File: config.mk
export PLATFORM = sky130hd
export DESIGN_NAME = swsl_top
export DESIGN_NICKNAME = d
export VERILOG_FILES = /design/src/verilog/swsl_top.v /design/src/verilog/swsl_sync.v
export VERILOG_INCLUDE_DIRS = /design/src /design/src/verilog
export SDC_FILE = /design/constraint.sdc
export NUM_CORES = 1
export LEC_CHECK = 0
export ABC_AREA = 1
export BUFFER_PORTS_ARGS = -buffer_cell sky130_fd_sc_hd__clkbuf_2
export CORE_UTILIZATION = 45
export CTS_BUF_LIST = sky130_fd_sc_hd__clkbuf_16
export DETAILED_ROUTE_END_ITERATION = 10
export HOLD_SLACK_MARGIN = 0.12
export PLACE_DENSITY = 0.76
export SYNTH_ARGS = -nofsm -noshare
export SYNTH_HDL_FRONTEND = slang
export SYNTH_SLANG_ARGS = --single-unit
export TNS_END_PERCENT = 1
File: constraint.sdc
create_clock -name aclk -period 1.45 [get_ports aclk]
set_input_delay 0.29 -clock aclk [delete_from_list [all_inputs] [get_ports aclk]]
set_output_delay 0.29 -clock aclk [all_outputs]
set_load 0.005 [all_outputs]
File: src/verilog/swsl_defines.vh
// Constants for the stop-mode wake-up source logic
`ifndef SWSL_DEFINES_VH
`define SWSL_DEFINES_VH

// Register indices; the bus byte address is four times the index
`define SWSL_IDX_STATUS 12'hF0A
`define SWSL_IDX_PORT2_SEL 12'hF0C
`define SWSL_IDX_COMBO 12'hF0D
`define SWSL_IDX_PORT3_SEL 12'hF0E

// Register ids after decode
`define SWSL_ID_STATUS 2'h0
`define SWSL_ID_PORT2_SEL 2'h1
`define SWSL_ID_COMBO 2'h2
`define SWSL_ID_PORT3_SEL 2'h3

// Reset values
`define SWSL_RST_STATUS 5'h00
`define SWSL_RST_PORT2_SEL 8'h00
`define SWSL_RST_PORT3_SEL 4'h0
`define SWSL_RST_COMBO_SRC 3'h0
`define SWSL_RST_COMBO_LEVEL 1'h0

// Field positions in the status register
`define SWSL_STAT_IRQ_EN 4
`define SWSL_STAT_P3_HI 3
`define SWSL_STAT_P3_LO 2
`define SWSL_STAT_P2_HI 1
`define SWSL_STAT_P2_LO 0

// Field positions in the combination register
`define SWSL_COMBO_LEVEL 6
`define SWSL_COMBO_SRC_HI 4
`define SWSL_COMBO_SRC_LO 2

// Reference source codes
`define SWSL_REF_NONE 2'h0
`define SWSL_REF_READ 2'h1
`define SWSL_REF_WRITE 2'h2

// Combination source codes
`define SWSL_SRC_NONE 3'h0
`define SWSL_SRC_NAND_P2 3'h1
`define SWSL_SRC_NOR_P2 3'h2
`define SWSL_SRC_NAND_P3 3'h3
`define SWSL_SRC_NOR_P3 3'h4
`define SWSL_SRC_NOR_P3_P0 3'h5
`define SWSL_SRC_NAND_P3_P0 3'h6
`define SWSL_SRC_NAND_P3_P2 3'h7

// AXI responses
`define SWSL_RESP_OKAY 2'h0
`define SWSL_RESP_SLVERR 2'h2

`endif

File: src/verilog/swsl_top.v
// Stop-mode wake-up source logic with AXI4-Lite register access
//
// Added by the designer: the AXI4-Lite register port.
`timescale 1ns/1ps
`include "swsl_defines.vh"
module swsl_top #(
  parameter ADDR_W = 16
) (
  input wire aclk,
  input wire aresetn,
  input wire [ADDR_W-1:0] s_axi_awaddr,
  input wire [2:0] s_axi_awprot,
  input wire s_axi_awvalid,
  output reg s_axi_awready,
  input wire [31:0] s_axi_wdata,
  input wire [3:0] s_axi_wstrb,
  input wire s_axi_wvalid,
  output reg s_axi_wready,
  output reg [1:0] s_axi_bresp,
  output reg s_axi_bvalid,
  input wire s_axi_bready,
  input wire [ADDR_W-1:0] s_axi_araddr,
  input wire [2:0] s_axi_arprot,
  input wire s_axi_arvalid,
  output reg s_axi_arready,
  output reg [31:0] s_axi_rdata,
  output reg [1:0] s_axi_rresp,
  output reg s_axi_rvalid,
  input wire s_axi_rready,
  input wire [7:0] port2_pins,
  input wire [3:0] port3_pins,
  input wire [1:0] port0_pins,
  input wire [7:0] port2_mode_reg,
  input wire [1:0] port0_input_mask,
  input wire port2_data_reg_read,
  input wire port2_data_reg_write,
  input wire [7:0] port2_data_reg_value,
  input wire port3_data_reg_read,
  input wire port3_data_reg_write,
  input wire [3:0] port3_data_reg_value,
  output reg wake_request,
  output reg ext_interrupt_line_one
);

  // Configuration and status held across stop recovery
  reg [7:0] wake_port2_select;
  reg [3:0] wake_port3_select;
  reg [2:0] combo_src;
  reg combo_level;
  reg irq_enable;
  reg [1:0] p2_status;
  reg [1:0] p3_status;
  reg [7:0] p2_ref;
  reg [3:0] p3_ref;

  // Bus slave state
  reg aw_full;
  reg w_full;
  reg [ADDR_W-1:0] aw_addr;
  reg [31:0] w_data;
  reg [3:0] w_strb;

  wire [13:0] pins_sync;
  wire [7:0] p2s;
  wire [3:0] p3s;
  wire [1:0] p0s;

  // Returns {hit, id} for a byte address
  function [2:0] reg_decode;
    input [ADDR_W-1:0] addr;
    begin
      if (addr[1:0] != 2'h0 || addr[ADDR_W-1:14] != 0)
        reg_decode = 3'h0;
      else if (addr[13:2] == `SWSL_IDX_STATUS)
        reg_decode = {1'b1, `SWSL_ID_STATUS};
      else if (addr[13:2] == `SWSL_IDX_PORT2_SEL)
        reg_decode = {1'b1, `SWSL_ID_PORT2_SEL};
      else if (addr[13:2] == `SWSL_IDX_COMBO)
        reg_decode = {1'b1, `SWSL_ID_COMBO};
      else if (addr[13:2] == `SWSL_IDX_PORT3_SEL)
        reg_decode = {1'b1, `SWSL_ID_PORT3_SEL};
      else
        reg_decode = 3'h0;
    end
  endfunction

  // Comparison wake for one port: low level by default, else change
  function [7:0] pin_wake;
    input [7:0] sel;
    input [7:0] pins;
    input [7:0] ref_val;
    input [1:0] status;
    begin
      if (status == `SWSL_REF_NONE)
        pin_wake = sel & ~pins;
      else
        pin_wake = sel & (pins ^ ref_val);
    end
  endfunction

  swsl_sync #(
    .WIDTH(14)
  ) i_swsl_sync (
    .aclk(aclk),
    .aresetn(aresetn),
    .async_in({port0_pins, port3_pins, port2_pins}),
    .sync_out(pins_sync)
  );

  assign p2s = pins_sync[7:0];
  assign p3s = pins_sync[11:8];
  assign p0s = pins_sync[13:12];

  wire [2:0] wr_dec = reg_decode(aw_addr);
  wire [2:0] rd_dec = reg_decode(s_axi_araddr);
  wire do_write = aw_full & w_full & ~s_axi_bvalid;
  wire wr_lane0 = do_write & wr_dec[2] & w_strb[0];
  wire wr_status = wr_lane0 & (wr_dec[1:0] == `SWSL_ID_STATUS);
  wire wr_p2sel = wr_lane0 & (wr_dec[1:0] == `SWSL_ID_PORT2_SEL);
  wire wr_combo = wr_lane0 & (wr_dec[1:0] == `SWSL_ID_COMBO);
  wire wr_p3sel = wr_lane0 & (wr_dec[1:0] == `SWSL_ID_PORT3_SEL);

  // Write address and data channels, taken in either order
  always @(posedge aclk)
  begin
    if (!aresetn)
    begin
      s_axi_awready <= 1'b0;
      s_axi_wready <= 1'b0;
      aw_full <= 1'b0;
      w_full <= 1'b0;
      aw_addr <= {ADDR_W{1'b0}};
      w_data <= 32'h00000000;
      w_strb <= 4'h0;
      s_axi_bvalid <= 1'b0;
      s_axi_bresp <= `SWSL_RESP_OKAY;
    end
    else
    begin
      if (s_axi_awvalid && s_axi_awready)
      begin
        aw_addr <= s_axi_awaddr;
        aw_full <= 1'b1;
        s_axi_awready <= 1'b0;
      end
      else if (!aw_full && !s_axi_bvalid)
        s_axi_awready <= 1'b1;
      if (s_axi_wvalid && s_axi_wready)
      begin
        w_data <= s_axi_wdata;
        w_strb <= s_axi_wstrb;
        w_full <= 1'b1;
        s_axi_wready <= 1'b0;
      end
      else if (!w_full && !s_axi_bvalid)
        s_axi_wready <= 1'b1;
      if (do_write)
      begin
        aw_full <= 1'b0;
        w_full <= 1'b0;
        s_axi_bvalid <= 1'b1;
        s_axi_bresp <= wr_dec[2] ? `SWSL_RESP_OKAY : `SWSL_RESP_SLVERR;
      end
      else if (s_axi_bvalid && s_axi_bready)
        s_axi_bvalid <= 1'b0;
    end
  end

  // Read channel; select and combination registers read as zero
  always @(posedge aclk)
  begin
    if (!aresetn)
    begin
      s_axi_arready <= 1'b0;
      s_axi_rvalid <= 1'b0;
      s_axi_rdata <= 32'h00000000;
      s_axi_rresp <= `SWSL_RESP_OKAY;
    end
    else if (s_axi_arvalid && s_axi_arready)
    begin
      s_axi_arready <= 1'b0;
      s_axi_rvalid <= 1'b1;
      s_axi_rresp <= rd_dec[2] ? `SWSL_RESP_OKAY : `SWSL_RESP_SLVERR;
      if (rd_dec == {1'b1, `SWSL_ID_STATUS})
        s_axi_rdata <= {27'h0000000, irq_enable, p3_status, p2_status};
      else
        s_axi_rdata <= 32'h00000000;
    end
    else if (s_axi_rvalid && s_axi_rready)
      s_axi_rvalid <= 1'b0;
    else if (!s_axi_rvalid)
      s_axi_arready <= 1'b1;
  end

  // Configuration registers; only aresetn clears them
  always @(posedge aclk)
  begin
    if (!aresetn)
    begin
      wake_port2_select <= `SWSL_RST_PORT2_SEL;
      wake_port3_select <= `SWSL_RST_PORT3_SEL;
      combo_src <= `SWSL_RST_COMBO_SRC;
      combo_level <= `SWSL_RST_COMBO_LEVEL;
      irq_enable <= 1'b0;
    end
    else
    begin
      if (wr_p2sel)
        wake_port2_select <= w_data[7:0];
      // Upper select bits are reserved and not stored
      if (wr_p3sel)
        wake_port3_select <= w_data[3:0];
      // Reserved bits 7, 5, 1:0 are dropped
      if (wr_combo)
      begin
        combo_src <= w_data[`SWSL_COMBO_SRC_HI:`SWSL_COMBO_SRC_LO];
        combo_level <= w_data[`SWSL_COMBO_LEVEL];
      end
      if (wr_status)
        irq_enable <= w_data[`SWSL_STAT_IRQ_EN];
    end
  end

  // Reference latches and status; a port access wins over a clear
  always @(posedge aclk)
  begin
    if (!aresetn)
    begin
      p2_status <= `SWSL_REF_NONE;
      p3_status <= `SWSL_REF_NONE;
      p2_ref <= 8'h00;
      p3_ref <= 4'h0;
    end
    else
    begin
      if (port2_data_reg_write)
      begin
        p2_ref <= port2_data_reg_value;
        p2_status <= `SWSL_REF_WRITE;
      end
      else if (port2_data_reg_read)
      begin
        p2_ref <= port2_data_reg_value;
        p2_status <= `SWSL_REF_READ;
      end
      else if (wr_status)
        p2_status <= w_data[`SWSL_STAT_P2_HI:`SWSL_STAT_P2_LO];
      if (port3_data_reg_write)
      begin
        p3_ref <= port3_data_reg_value;
        p3_status <= `SWSL_REF_WRITE;
      end
      else if (port3_data_reg_read)
      begin
        p3_ref <= port3_data_reg_value;
        p3_status <= `SWSL_REF_READ;
      end
      else if (wr_status)
        p3_status <= w_data[`SWSL_STAT_P3_HI:`SWSL_STAT_P3_LO];
    end
  end

  // Per-pin comparison events
  wire [7:0] p2_events;
  wire [7:0] p3_events_w;
  assign p2_events = pin_wake(wake_port2_select, p2s, p2_ref, p2_status);
  assign p3_events_w = pin_wake({4'h0, wake_port3_select}, {4'h0, p3s},
    {4'h0, p3_ref}, p3_status);

  // Pins free for the combination logic
  wire [7:0] p2_free = port2_mode_reg & ~wake_port2_select;
  wire [2:0] p3_free = ~wake_port3_select[3:1];
  wire [1:0] p0_free = port0_input_mask;

  reg [7:0] grp_val;
  reg [7:0] grp_use;
  reg grp_nand;
  reg grp_on;
  reg combo_out;
  reg combo_event;

  // Ignored pins are neutral: one for NAND, zero for NOR
  always @*
  begin
    grp_val = 8'h00;
    grp_use = 8'h00;
    grp_nand = 1'b0;
    grp_on = 1'b1;
    case (combo_src)
      `SWSL_SRC_NONE:
        grp_on = 1'b0;
      `SWSL_SRC_NAND_P2:
      begin
        grp_val = {4'h0, p2s[3:0]};
        grp_use = {4'h0, p2_free[3:0]};
        grp_nand = 1'b1;
      end
      `SWSL_SRC_NOR_P2:
      begin
        grp_val = {4'h0, p2s[3:0]};
        grp_use = {4'h0, p2_free[3:0]};
      end
      `SWSL_SRC_NAND_P3:
      begin
        grp_val = {5'h00, p3s[3:1]};
        grp_use = {5'h00, p3_free};
        grp_nand = 1'b1;
      end
      `SWSL_SRC_NOR_P3:
      begin
        grp_val = {5'h00, p3s[3:1]};
        grp_use = {5'h00, p3_free};
      end
      `SWSL_SRC_NOR_P3_P0:
      begin
        grp_val = {3'h0, p3s[3:1], p0s};
        grp_use = {3'h0, p3_free, p0_free};
      end
      `SWSL_SRC_NAND_P3_P0:
      begin
        grp_val = {3'h0, p3s[3:1], p0s};
        grp_use = {3'h0, p3_free, p0_free};
        grp_nand = 1'b1;
      end
      `SWSL_SRC_NAND_P3_P2:
      begin
        grp_val = {2'h0, p3s[3:1], p2s[2:0]};
        grp_use = {2'h0, p3_free, p2_free[2:0]};
        grp_nand = 1'b1;
      end
      default:
        grp_on = 1'b0;
    endcase
    if (grp_nand)
      combo_out = ~&(grp_val | ~grp_use);
    else
      combo_out = ~|(grp_val & grp_use);
    // A group with every pin ignored raises nothing
    combo_event = grp_on & (|grp_use) & (combo_out == combo_level);
  end

  wire any_wake = (|p2_events) | (|p3_events_w[3:0]) | combo_event;

  always @(posedge aclk)
  begin
    if (!aresetn)
    begin
      wake_request <= 1'b0;
      ext_interrupt_line_one <= 1'b0;
    end
    else
    begin
      wake_request <= any_wake;
      ext_interrupt_line_one <= any_wake & irq_enable;
    end
  end

endmodule // swsl_top

File: src/verilog/swsl_sync.v
// Two-stage synchroniser for the wake pin inputs
`timescale 1ns/1ps
module swsl_sync #(
  parameter WIDTH = 14
) (
  input wire aclk,
  input wire aresetn,
  input wire [WIDTH-1:0] async_in,
  output reg [WIDTH-1:0] sync_out
);

  reg [WIDTH-1:0] stage1;

  // First stage feeds only the second stage
  always @(posedge aclk)
  begin
    if (!aresetn)
    begin
      stage1 <= {WIDTH{1'b0}};
      sync_out <= {WIDTH{1'b0}};
    end
    else
    begin
      stage1 <= async_in;
      sync_out <= stage1;
    end
  end

endmodule // swsl_sync

==> impl_metrics.csv, run 1 <==
group,metric,value,unit
job,maxCapViolCount,0,
drt,via_count,4664,
global_route,grt_overflow_total,0,
hold_path,min_path_type,"in2reg",
drt,drc,0,
outcome,violations,"negative setup slack",
sta,period_share,123,%
logic_synthesis,yosys_warnings,0,
floorplanning,die-area,10800,µm²
sta,min_period,1790,ps
clocking,cts_root_buffer,"clkbuf_16",
global_route,grt_pass1_vias,4457,
sta,rsz0062_at_grt,"true",
floorplanning,die_width,104,µm
logic_synthesis,avgSynthCellArea,7.04,µm²
sta,setup_viol,23,
placement,port_buffers,97,
logic_synthesis,synth-seq-cells,102,
floorplanning,core_area,9910,µm²
finish,nNetsFinal,936,
sta,fin_ws,-335,ps
sta,tns,-6270,ps
finish,antenna_cells,0,
finish,final_util,60.7,%
global_route,antenna_found_initial,0,
power,leakage,3.07,nW
logic_synthesis,netlist_instances,662,
drt,vias_per_cell,4.89,
sta,drv_slew,0,
drt,drt-pass1-iter-count,5,
global_route,grt_max_degree,50,
drt,drtIter0Drc,261,
clocking,clk_latency,340,ps
finish,fillers,913,
worst_setup_path,critical_path_class,"reg2reg",
drt,drt-total-wl,11800,µm
logic_synthesis,synth.area.top_cells,"dfxtp_1 44%, nor2_1 10%, nand2_1 8.7%",
logic_synthesis,synth_top_area_share,43.8,%
placement,hpwl,8700,µm
worst_setup_path,cp_max_fo,5,
sta,hold_violations,0,
placement,routabilityCongestion,0.816,
logic_synthesis,synth_area,4660,µm²
sta,finClkSkew,3.78,ps
drt,wl_per_cell,12.4,µm
worst_setup_path,crit_path_end_kind,"flip-flop",
finish,area_growth,29.0,%
logic_synthesis,yosys.area.top_type,"dfxtp_1",
clocking,cts.clk_slew.worst_paths,60,ps
logic_synthesis,synth_cell_types,36,
clocking,clock_path_buffers,2,
global_route,grtUsageTotal,22.3,%
placement,post-place-ws,-444,ps
logic_synthesis,ys_seq_area_share,43.8,%
worst_setup_path,cp.arrival,2020,ps
power,peakVddDrop,0.000592,V
floorplanning,die_h,104,µm
outcome,outcome,"finished, violations left",
finish,drive_above_1_share,25.7,%
clocking,cts_buffers,9,
worst_setup_path,worstPathRequired,1680,ps
clocking,cts_tree,"built",
clocking,h-tree-depth,3,
sta,timing.fmax,0.560,GHz
worst_setup_path,startpoint_type,"flip-flop",
floorplanning,start_util,47.0,%
global_route,grt_pass1_wl,19500,µm
clocking,cts.sinks,102,
power,p_total,5.97,mW
floorplanning,fp-row-count,36,
power,powerDensity,993,nW/µm²
floorplanning,io_pins,164,
drt,ant_nets,0,
final cells by class:
type	count	area (µm²)	area share (%)
tap	133	166	2.77
multi-input combinational	456	2170	36.1
inverter	85	319	5.31
timing repair buffer	161	1010	16.9
clock buffer	9	225	3.75
clock inverter	7	65.1	1.08
sequential	102	2050	34.1
stage by stage:
stage / std cells / cell area (µm²) / hold WS, ps
after floorplan: 690 / 4760 / 388
after global placement: 930 / 5570 / 393
after detailed placement: 930 / 5570 / 396
after CTS: 953 / 5970 / 120
after global routing: 953 / 6010 / 124
final: 953 / 6010 / 128
cells in the mapped netlist, drive strengths merged:
cell       n
nand4     14
a22oi      1
nand2    114
nor2     128
o21bai     1
conb       1
o22ai      6
buf       34
inv       84
nor4       5
clkbuf    13
nand3b     3
o211ai     1
o41ai      1
o2111ai    1
and3       2
o21ai     66
or2        2
a21oi     27
nor3      16
o21a       5
dfxtp    102
clkinv     1
nand3     30
o31ai      4
state kept, by name, summed over array words and instances, names as in the netlist, 5 cells and up:
signal and flops:
aw_addr 16, i_swsl_sync.stage1 14, i_swsl_sync.sync_out 14, p2_ref 8, w_data 8, wake_port2_select 8
s_axi_rdata 5
worst paths after layout:
kind	slack, ps	cells after the start	end	start
worst max-delay path	-340	10	wake_port3_select[0]$_SDFFE_PN0P_	aw_addr[11]$_SDFFE_PN0P_
worst min-delay path	130	3	i_swsl_sync.stage1[5]$_SDFF_PN0_	port2_pins[5]
worst max register to register	-340	10	wake_port3_select[0]$_SDFFE_PN0P_	aw_addr[11]$_SDFFE_PN0P_
worst min register to register	410	2	i_swsl_sync.sync_out[5]$_SDFF_PN0_	i_swsl_sync.stage1[5]$_SDFF_PN0_
worst max-delay path: stages, from the launching register on:
cell and delay [ps]:
dfxtp_2 330, inv_2 50, nor4_4 280, nand2_2 120
nor2_4 120, buf_4 130, nand4_4 90, nor3_4 290
inv_2 110, nor2_1 90, nor2_1 50
cell families after synthesis:
group                  after synthesis  share of synthesized area [%]
AO/OA/AOI/OAI                      113                           13.1
buffers and inverters              132                           13.4
flip-flops                         102                           43.8
other                                1                         0.0805
AND/OR/NAND/NOR                    314                           29.5
power by group:
part	switching, mW	total, mW	internal, mW	leakage [nW]
clock	1.02	2.34	1.32	0.134
sequential	0.0928	3.03	2.94	0.840
combinational	0.331	0.598	0.266	2.10
total	1.44	5.97	4.53	3.07
layout by cell type (no fill, tap or decap), drive strengths merged, types with 2 or more instances in the layout:
cell         Yosys  final
clkinv           1      5
inv             84     84
nand4           14     14
nor3            16     16
o31ai            4      4
nor2           128    128
clkinvlp         0      2
or2              2      2
nand2          114    114
and3             2      2
a21oi           27     27
dlygate4sd3      0      3
clkbuf          13    106
o22ai            6      6
buf             34     61
nand3           30     30
conb             1     29
dfxtp          102    102
o21ai           66     66
nand3b           3      3
o21a             5      5
nor4             5      5
routing by layer:
layer  GRT usage [%]  share of wire (%)
met1            25.2                 42
met2            41.4                 52
met3            2.96                4.2
met4            10.1                2.2
met5               0                  0
what timing repair did:
action,4_1_cts,5_1_grt
hold buffers,3,0
pin swaps,8,9
resized for setup,16,12
cloned,0,0
endpoints found under the setup margin,23,23
buffers inserted,4,0
hold endpoints to repair,3,0
(Power assumes the default switching activity.)
==> run 2: changes to the inputs <==
--- a/config.mk
+++ b/config.mk
@@ -8,11 +8,12 @@
 export LEC_CHECK = 0
 export ABC_AREA = 1
 export BUFFER_PORTS_ARGS = -buffer_cell sky130_fd_sc_hd__clkbuf_2
-export CORE_UTILIZATION = 45
+export CORE_UTILIZATION = 54
 export CTS_BUF_LIST = sky130_fd_sc_hd__clkbuf_16
 export DETAILED_ROUTE_END_ITERATION = 10
 export HOLD_SLACK_MARGIN = 0.12
-export PLACE_DENSITY = 0.76
+export PLACE_DENSITY = 0.86
+export SLEW_MARGIN = 20
 export SYNTH_ARGS = -nofsm -noshare
 export SYNTH_HDL_FRONTEND = slang
 export SYNTH_SLANG_ARGS = --single-unit
==> constraint.sdc (replaced) <==
create_clock -name aclk -period 2.1 [get_ports aclk]
set_input_delay 0.42 -clock aclk [delete_from_list [all_inputs] [get_ports aclk]]
set_output_delay 0.42 -clock aclk [all_outputs]
set_load 0.005 [all_outputs]
==> impl_metrics.csv, run 2 (synthesized netlist as in run 1, its figures left out) <==
group,metric,value,unit
finish,drive_above_1_share,18.4,%
power,netSwitchingFraction,24.8,%
placement,dpl_cell_area,5130,µm²
sta,period_share,88.8,%
finish,final_cell_mix,"124 x nor2_1, 108 x nand2_1, 102 x dfxtp_1",
floorplanning,core_area,8300,µm²
finish,regMostFlops,"aw_addr",
sta,drv_slew,0,
finish,antenna_cells,0,
clocking,clk_latency,340,ps
floorplanning,die-area,9000,µm²
placement,dp_cells,851,
sta,slew_headroom,64.8,%
drt,ant_nets,0,
drt,drc,0,
sta,rsz0062_at_grt,"false",
clocking,ctsHoldBuffers,0,
power,leakage,2.80,nW
finish,instances_no_fill,870,
finish,largestRegisters,"aw_addr: 16 flops, i_swsl_sync.stage1: 14 flops, i_swsl_sync.sync_out: 14 flops",
drt,vias_per_cell,5.08,
worst_setup_path,r2r_slack,230,ps
clocking,cts_tree,"built",
worst_setup_path,crit_chain,"inv_1 > nor4_2 > nand2_1 > nor2_4 > nand2_2 > nand2_2 > nand3_4 > nor2_4 > buf_4 > o21ai_0 > nor2_1",
power,p_total,4.14,mW
drt,via_count,4422,
global_route,grt_max_degree,80,
placement,routabilityCongestion,0.829,
clocking,h-tree-depth,3,
power,switchingPower,1.03,mW
worst_setup_path,startpoint_type,"flip-flop",
sta,hold_violations,0,
power,p_clk_share,41.0,%
job,maxCapViolCount,0,
finish,final_util,65.8,%
global_route,grt_pass1_vias,3790,
clocking,cts_buffers,9,
floorplanning,start_util,56.1,%
hold_path,min_path_type,"in2reg",
drt,drt-total-wl,10600,µm
worst_setup_path,cp_max_fo,7,
sta,max_slew.worst_pin.slew,526,ps
finish,fin_area,5460,µm²
floorplanning,die_width,94.9,µm
floorplanning,fp-row-count,33,
power,pwr-share-comb,8.5,%
hold_path,hold_depth,3,
clocking,cts.clk_slew.worst_paths,70,ps
drt,drt-pass1-iter-count,5,
floorplanning,die_h,94.9,µm
worst_setup_path,critical_path_class,"reg2reg",
global_route,grt_overflow_total,0,
worst_setup_path,cpLargestDelayFamily,"simple AND/OR/NAND/NOR gates",
clocking,cts_root_buffer,"clkbuf_16",
floorplanning,io_pins,164,
worst_setup_path,worst_r2r_endpoint,"wake_port2_select[7]$_SDFFE_PN0P_",
hold_path,hold_end,"i_swsl_sync.stage1[5]$_SDFF_PN0_",
clocking,cts.sinks,102,
worst_setup_path,worstPathRequired,2370,ps
worst_setup_path,critPathMaxStageDelay,340,ps
worst_setup_path,cp.buffers_inverters,2,
finish,area_growth,17.2,%
power,p_int,3.11,mW
placement,hpwl,7800,µm
worst_setup_path,r2r-start,"aw_addr[10]$_SDFFE_PN0P_",
power,peakVddDrop,0.000557,V
drt,drtIter0Drc,215,
sta,min_period,1870,ps
sta,timing.fmax,0.536,GHz
drt,wl_per_cell,12.2,µm
outcome,outcome,"finished, final reports clean",
sta,tns,0,ps
global_route,grt_pass1_wl,16800,µm
hold_path,hp-start,"port2_pins[5]",
worst_setup_path,crit_path_end_kind,"flip-flop",
placement,port_buffers,97,
power,powerDensity,758,nW/µm²
global_route,antenna_found_initial,0,
sta,finClkSkew,9.76,ps
global_route,grtUsageTotal,24.1,%
worst_setup_path,reg2reg_depth,11,
worst_setup_path,cpMaxStageDelayCell,"dfxtp_1",
finish,nNetsFinal,881,
finish,final_common_cell,"nor2_1",
sta,setup_viol,0,
finish,fillers,705,
clocking,clock_path_buffers,2,
worst_setup_path,cp.arrival,2140,ps
power,seqPwrFrac,50.5,%
finish,largest_register_ff_count,16,
[run 2: metrics by stage]
| step | hold WS, ps | worst slack [ps] |
|---|---|---|
| floorplan | 390 | 549 |
| global placement | 394 | 299 |
| detailed placement | 397 | 219 |
| CTS | 247 | 224 |
| global route | 257 | 9.25 |
| finish | 251 | 235 |
[run 2: worst min-delay path: stages]
cell and delay [ps]:
clkbuf_2 70, nand2_1 40, inv_1 40
[run 2: layer usage]
layer,part of all wire (%),GRT usage (%),vias to the layer above
li1,-,-,2254
met1,44,28.8,2026
met2,49,42.7,125
met3,4.3,4.19,17
met4,2.1,8.96,0
met5,0,0,-
[run 2: what timing repair did]
| item | CTS | global route |
|---|---|---|
| gates resized for setup | 0 | 0 |
| buffers inserted | 0 | 3 |
| endpoints found under the setup margin | 0 | 1 |
[run 2: how the worst max path moves through the flow]
stage	endpoint	slack, ps	startpoint	depth (start not counted)
2_1_floorplan	wake_port3_select[2]$_SDFFE_PN0P_	550	aw_addr[10]$_SDFFE_PN0P_	11
3_3_place_gp	wake_request$_SDFF_PN0_	300	combo_src[2]$_SDFFE_PN0P_	13
3_5_place_dp	wake_port2_select[7]$_SDFFE_PN0P_	220	aw_addr[10]$_SDFFE_PN0P_	11
4_1_cts	wake_port2_select[7]$_SDFFE_PN0P_	220	aw_addr[10]$_SDFFE_PN0P_	11
5_1_grt	ext_interrupt_line_one$_SDFF_PN0_	9	combo_src[2]$_SDFFE_PN0P_	12
6_report	wake_port2_select[7]$_SDFFE_PN0P_	230	aw_addr[10]$_SDFFE_PN0P_	11
[run 2: final cells by class]
type / instances / area, µm² / area share (%)
multi-input combinational: 456 / 2100 / 38.4
sequential: 102 / 2040 / 37.4
timing repair buffer: 106 / 566 / 10.4
inverter: 85 / 319 / 5.85
clock buffer: 9 / 225 / 4.13
tap: 105 / 131 / 2.41
clock inverter: 7 / 78.8 / 1.44
[run 2: power groups by stage]
stage	clock (mW)	combinational (mW)	sequential, mW
detailed placement	0	0.346	2.13
global route	1.80	0.403	2.10
CTS	1.71	0.352	2.09
floorplan	0	0.243	2.12
finish	1.69	0.352	2.09
global placement	0	0.330	2.13
==> run 3: changes to the inputs <==
--- a/config.mk
+++ b/config.mk
@@ -13,6 +13,7 @@
 export DETAILED_ROUTE_END_ITERATION = 10
 export HOLD_SLACK_MARGIN = 0.12
 export PLACE_DENSITY = 0.86
+export SETUP_SLACK_MARGIN = 0.5
 export SLEW_MARGIN = 20
 export SYNTH_ARGS = -nofsm -noshare
 export SYNTH_HDL_FRONTEND = slang
==> impl_metrics.csv, run 3 (synthesized netlist as in run 1, its figures left out) <==
group,metric,value,unit
finish,final_cell_mix,"121 x nor2_1, 107 x nand2_1, 98 x dfxtp_1",
finish,nNetsFinal,885,
floorplanning,fp-row-count,33,
worst_setup_path,crit_chain,"inv_2 > nor4_4 > nand2_2 > nor2_4 > nand2_2 > nand2_4 > nand3_4 > nor3_4 > inv_2 > nor2_2 > nor2_1",
clocking,clock_path_buffers,2,
global_route,grt_overflow_total,0,
drt,vias_per_cell,5.09,
clocking,clk_latency,340,ps
worst_setup_path,startpoint_type,"flip-flop",
power,powerDensity,748,nW/µm²
drt,drc,0,
clocking,cts_buffers,9,
worst_setup_path,cp.buffers_inverters,2,
worst_setup_path,worstPathRequired,2330,ps
finish,area_growth,18.9,%
drt,wl_per_cell,12.3,µm
clocking,cts.clk_slew.worst_paths,70,ps
floorplanning,io_pins,164,
finish,regMostFlops,"aw_addr",
worst_setup_path,cpMaxStageDelayCell,"dfxtp_2",
power,leakage,2.82,nW
clocking,cts_root_buffer,"clkbuf_16",
hold_path,min_path_type,"in2reg",
clocking,ctsHoldBuffers,0,
sta,rsz0062_at_grt,"true",
worst_setup_path,crit_path_end_kind,"flip-flop",
drt,dr_wl_met2,5390,µm
worst_setup_path,cp.arrival,2050,ps
hold_path,hold_end,"i_swsl_sync.stage1[4]$_SDFF_PN0_",
sta,timing.fmax,0.549,GHz
finish,drive_above_1_share,20.7,%
floorplanning,die-area,9000,µm²
global_route,grt_pass1_vias,3798,
drt,met3_length,534,µm
sta,setup_viol,0,
worst_setup_path,cp_max_fo,5,
global_route,grtUsageTotal,24.1,%
drt,drt-pass1-iter-count,5,
finish,seq_area,2050,µm²
clocking,cts_tree,"built",
hold_path,hold_depth,3,
drt,via_count,4453,
finish,final_util,66.7,%
placement,hpwl,7800,µm
floorplanning,core_area,8300,µm²
drt,drtIter0Drc,274,
floorplanning,die_h,94.9,µm
worst_setup_path,reg2reg_depth,11,
sta,finClkSkew,9.86,ps
global_route,grt_max_degree,80,
sta,tns,0,ps
clocking,h-tree-depth,3,
sta,max_slew.worst_pin.slew,529,ps
drt,top_layer,"met4",
finish,largestRegisters,"aw_addr: 16 flops, i_swsl_sync.stage1: 14 flops, i_swsl_sync.sync_out: 14 flops",
placement,port_buffers,97,
floorplanning,start_util,56.1,%
placement,routabilityCongestion,0.829,
floorplanning,die_width,94.9,µm
clocking,cts.sinks,102,
hold_path,hp-start,"port2_pins[4]",
global_route,antenna_found_initial,0,
worst_setup_path,r2r-start,"aw_addr[12]$_SDFFE_PN0P_",
sta,min_period,1820,ps
job,maxCapViolCount,0,
finish,final_common_cell,"nor2_1",
worst_setup_path,critical_path_class,"reg2reg",
worst_setup_path,cpLargestDelayFamily,"simple AND/OR/NAND/NOR gates",
finish,antenna_cells,0,
power,peakVddDrop,0.000555,V
outcome,outcome,"finished, final reports clean",
finish,fillers,694,
worst_setup_path,critPathMaxStageDelay,330,ps
sta,hold_violations,0,
worst_setup_path,r2r_slack,280,ps
finish,multi_input_area,2140,µm²
drt,drt-met1-wl,4550,µm
worst_setup_path,worst_r2r_endpoint,"wake_port3_select[0]$_SDFFE_PN0P_",
sta,drv_slew,0,
finish,largest_register_ff_count,16,
drt,ant_nets,0,
sta,slew_headroom,64.6,%
power,p_total,4.14,mW
global_route,grt_pass1_wl,16900,µm
drt,drt-total-wl,10700,µm
sta,period_share,86.8,%
run 3: cell types whose count changed in the layout (fill, tap and decap cells not counted):
cell / before / now
buf_4: 8 / 12
dfxtp_1: 102 / 98
dfxtp_2: 0 / 4
inv_1: 81 / 78
inv_2: 3 / 6
nand2_1: 108 / 107
nand2_2: 6 / 5
nand2_4: 0 / 2
nor2_1: 124 / 121
nor2_2: 2 / 5
nor3_1: 15 / 13
nor3_2: 0 / 2
nor4_1: 4 / 3
nor4_4: 0 / 1
run 3: worst max path at each step:
stage / start / endpoint / slack (ps) / cells after the start
4_1_cts: aw_addr[10]$_SDFFE_PN0P_ / wake_port2_select[3]$_SDFFE_PN0P_ / 260 / 11
3_3_place_gp: combo_src[2]$_SDFFE_PN0P_ / wake_request$_SDFF_PN0_ / 300 / 13
5_1_grt: aw_addr[12]$_SDFFE_PN0P_ / wake_port3_select[0]$_SDFFE_PN0P_ / 160 / 11
2_1_floorplan: aw_addr[10]$_SDFFE_PN0P_ / wake_port3_select[2]$_SDFFE_PN0P_ / 550 / 11
6_report: aw_addr[12]$_SDFFE_PN0P_ / wake_port3_select[0]$_SDFFE_PN0P_ / 280 / 11
3_5_place_dp: aw_addr[10]$_SDFFE_PN0P_ / wake_port2_select[7]$_SDFFE_PN0P_ / 220 / 11
run 3: worst reg2reg max path, delay by kind of cell, from the launching register on:
kind	cells	cell delay [ps]
buffers and inverters	2	150
flip-flops	1	330
AND/OR/NAND/NOR	9	1230
run 3: power by group:
part | internal (mW) | switching (mW) | leakage (nW) | total (mW)
sequential | 2.03 | 0.0628 | 0.840 | 2.09
combinational | 0.145 | 0.213 | 1.84 | 0.357
clock | 0.939 | 0.754 | 0.144 | 1.69
run 3: area by class of cell:
| type | count | share of cell area (%) |
|---|---|---|
| well taps | 105 | 2.37 |
| clock buffers | 9 | 4.07 |
| multi-input cells | 456 | 38.7 |
| inverters | 85 | 5.76 |
| repair buffers | 110 | 10.8 |
| clock inverters | 7 | 1.42 |
| flip-flops and latches | 102 | 37.0 |
run 3: metal layers:
metal | vias up | GRT usage, %
met5 | - | 0
met1 | 2029 | 28.9
met3 | 22 | 4.19
met2 | 134 | 42.8
met4 | 0 | 8.96
li1 | 2268 | -
run 3: timing repair:
item,4_1_cts,5_1_grt
gates cloned,0,0
setup buffers,2,5
pin swaps,2,8
setup endpoints to repair,23,23
resized for setup,1,16
run 3: through the flow:
step / hold slack [ps] / setup WS, ps / cells / area, µm²
after floorplan: 390 / 549 / 690 / 4760
after global placement: 394 / 299 / 851 / 5130
after detailed placement: 397 / 219 / 851 / 5130
after CTS: 247 / 259 / 869 / 5450
after global routing: 257 / 155 / 874 / 5540
final: 251 / 278 / 874 / 5540
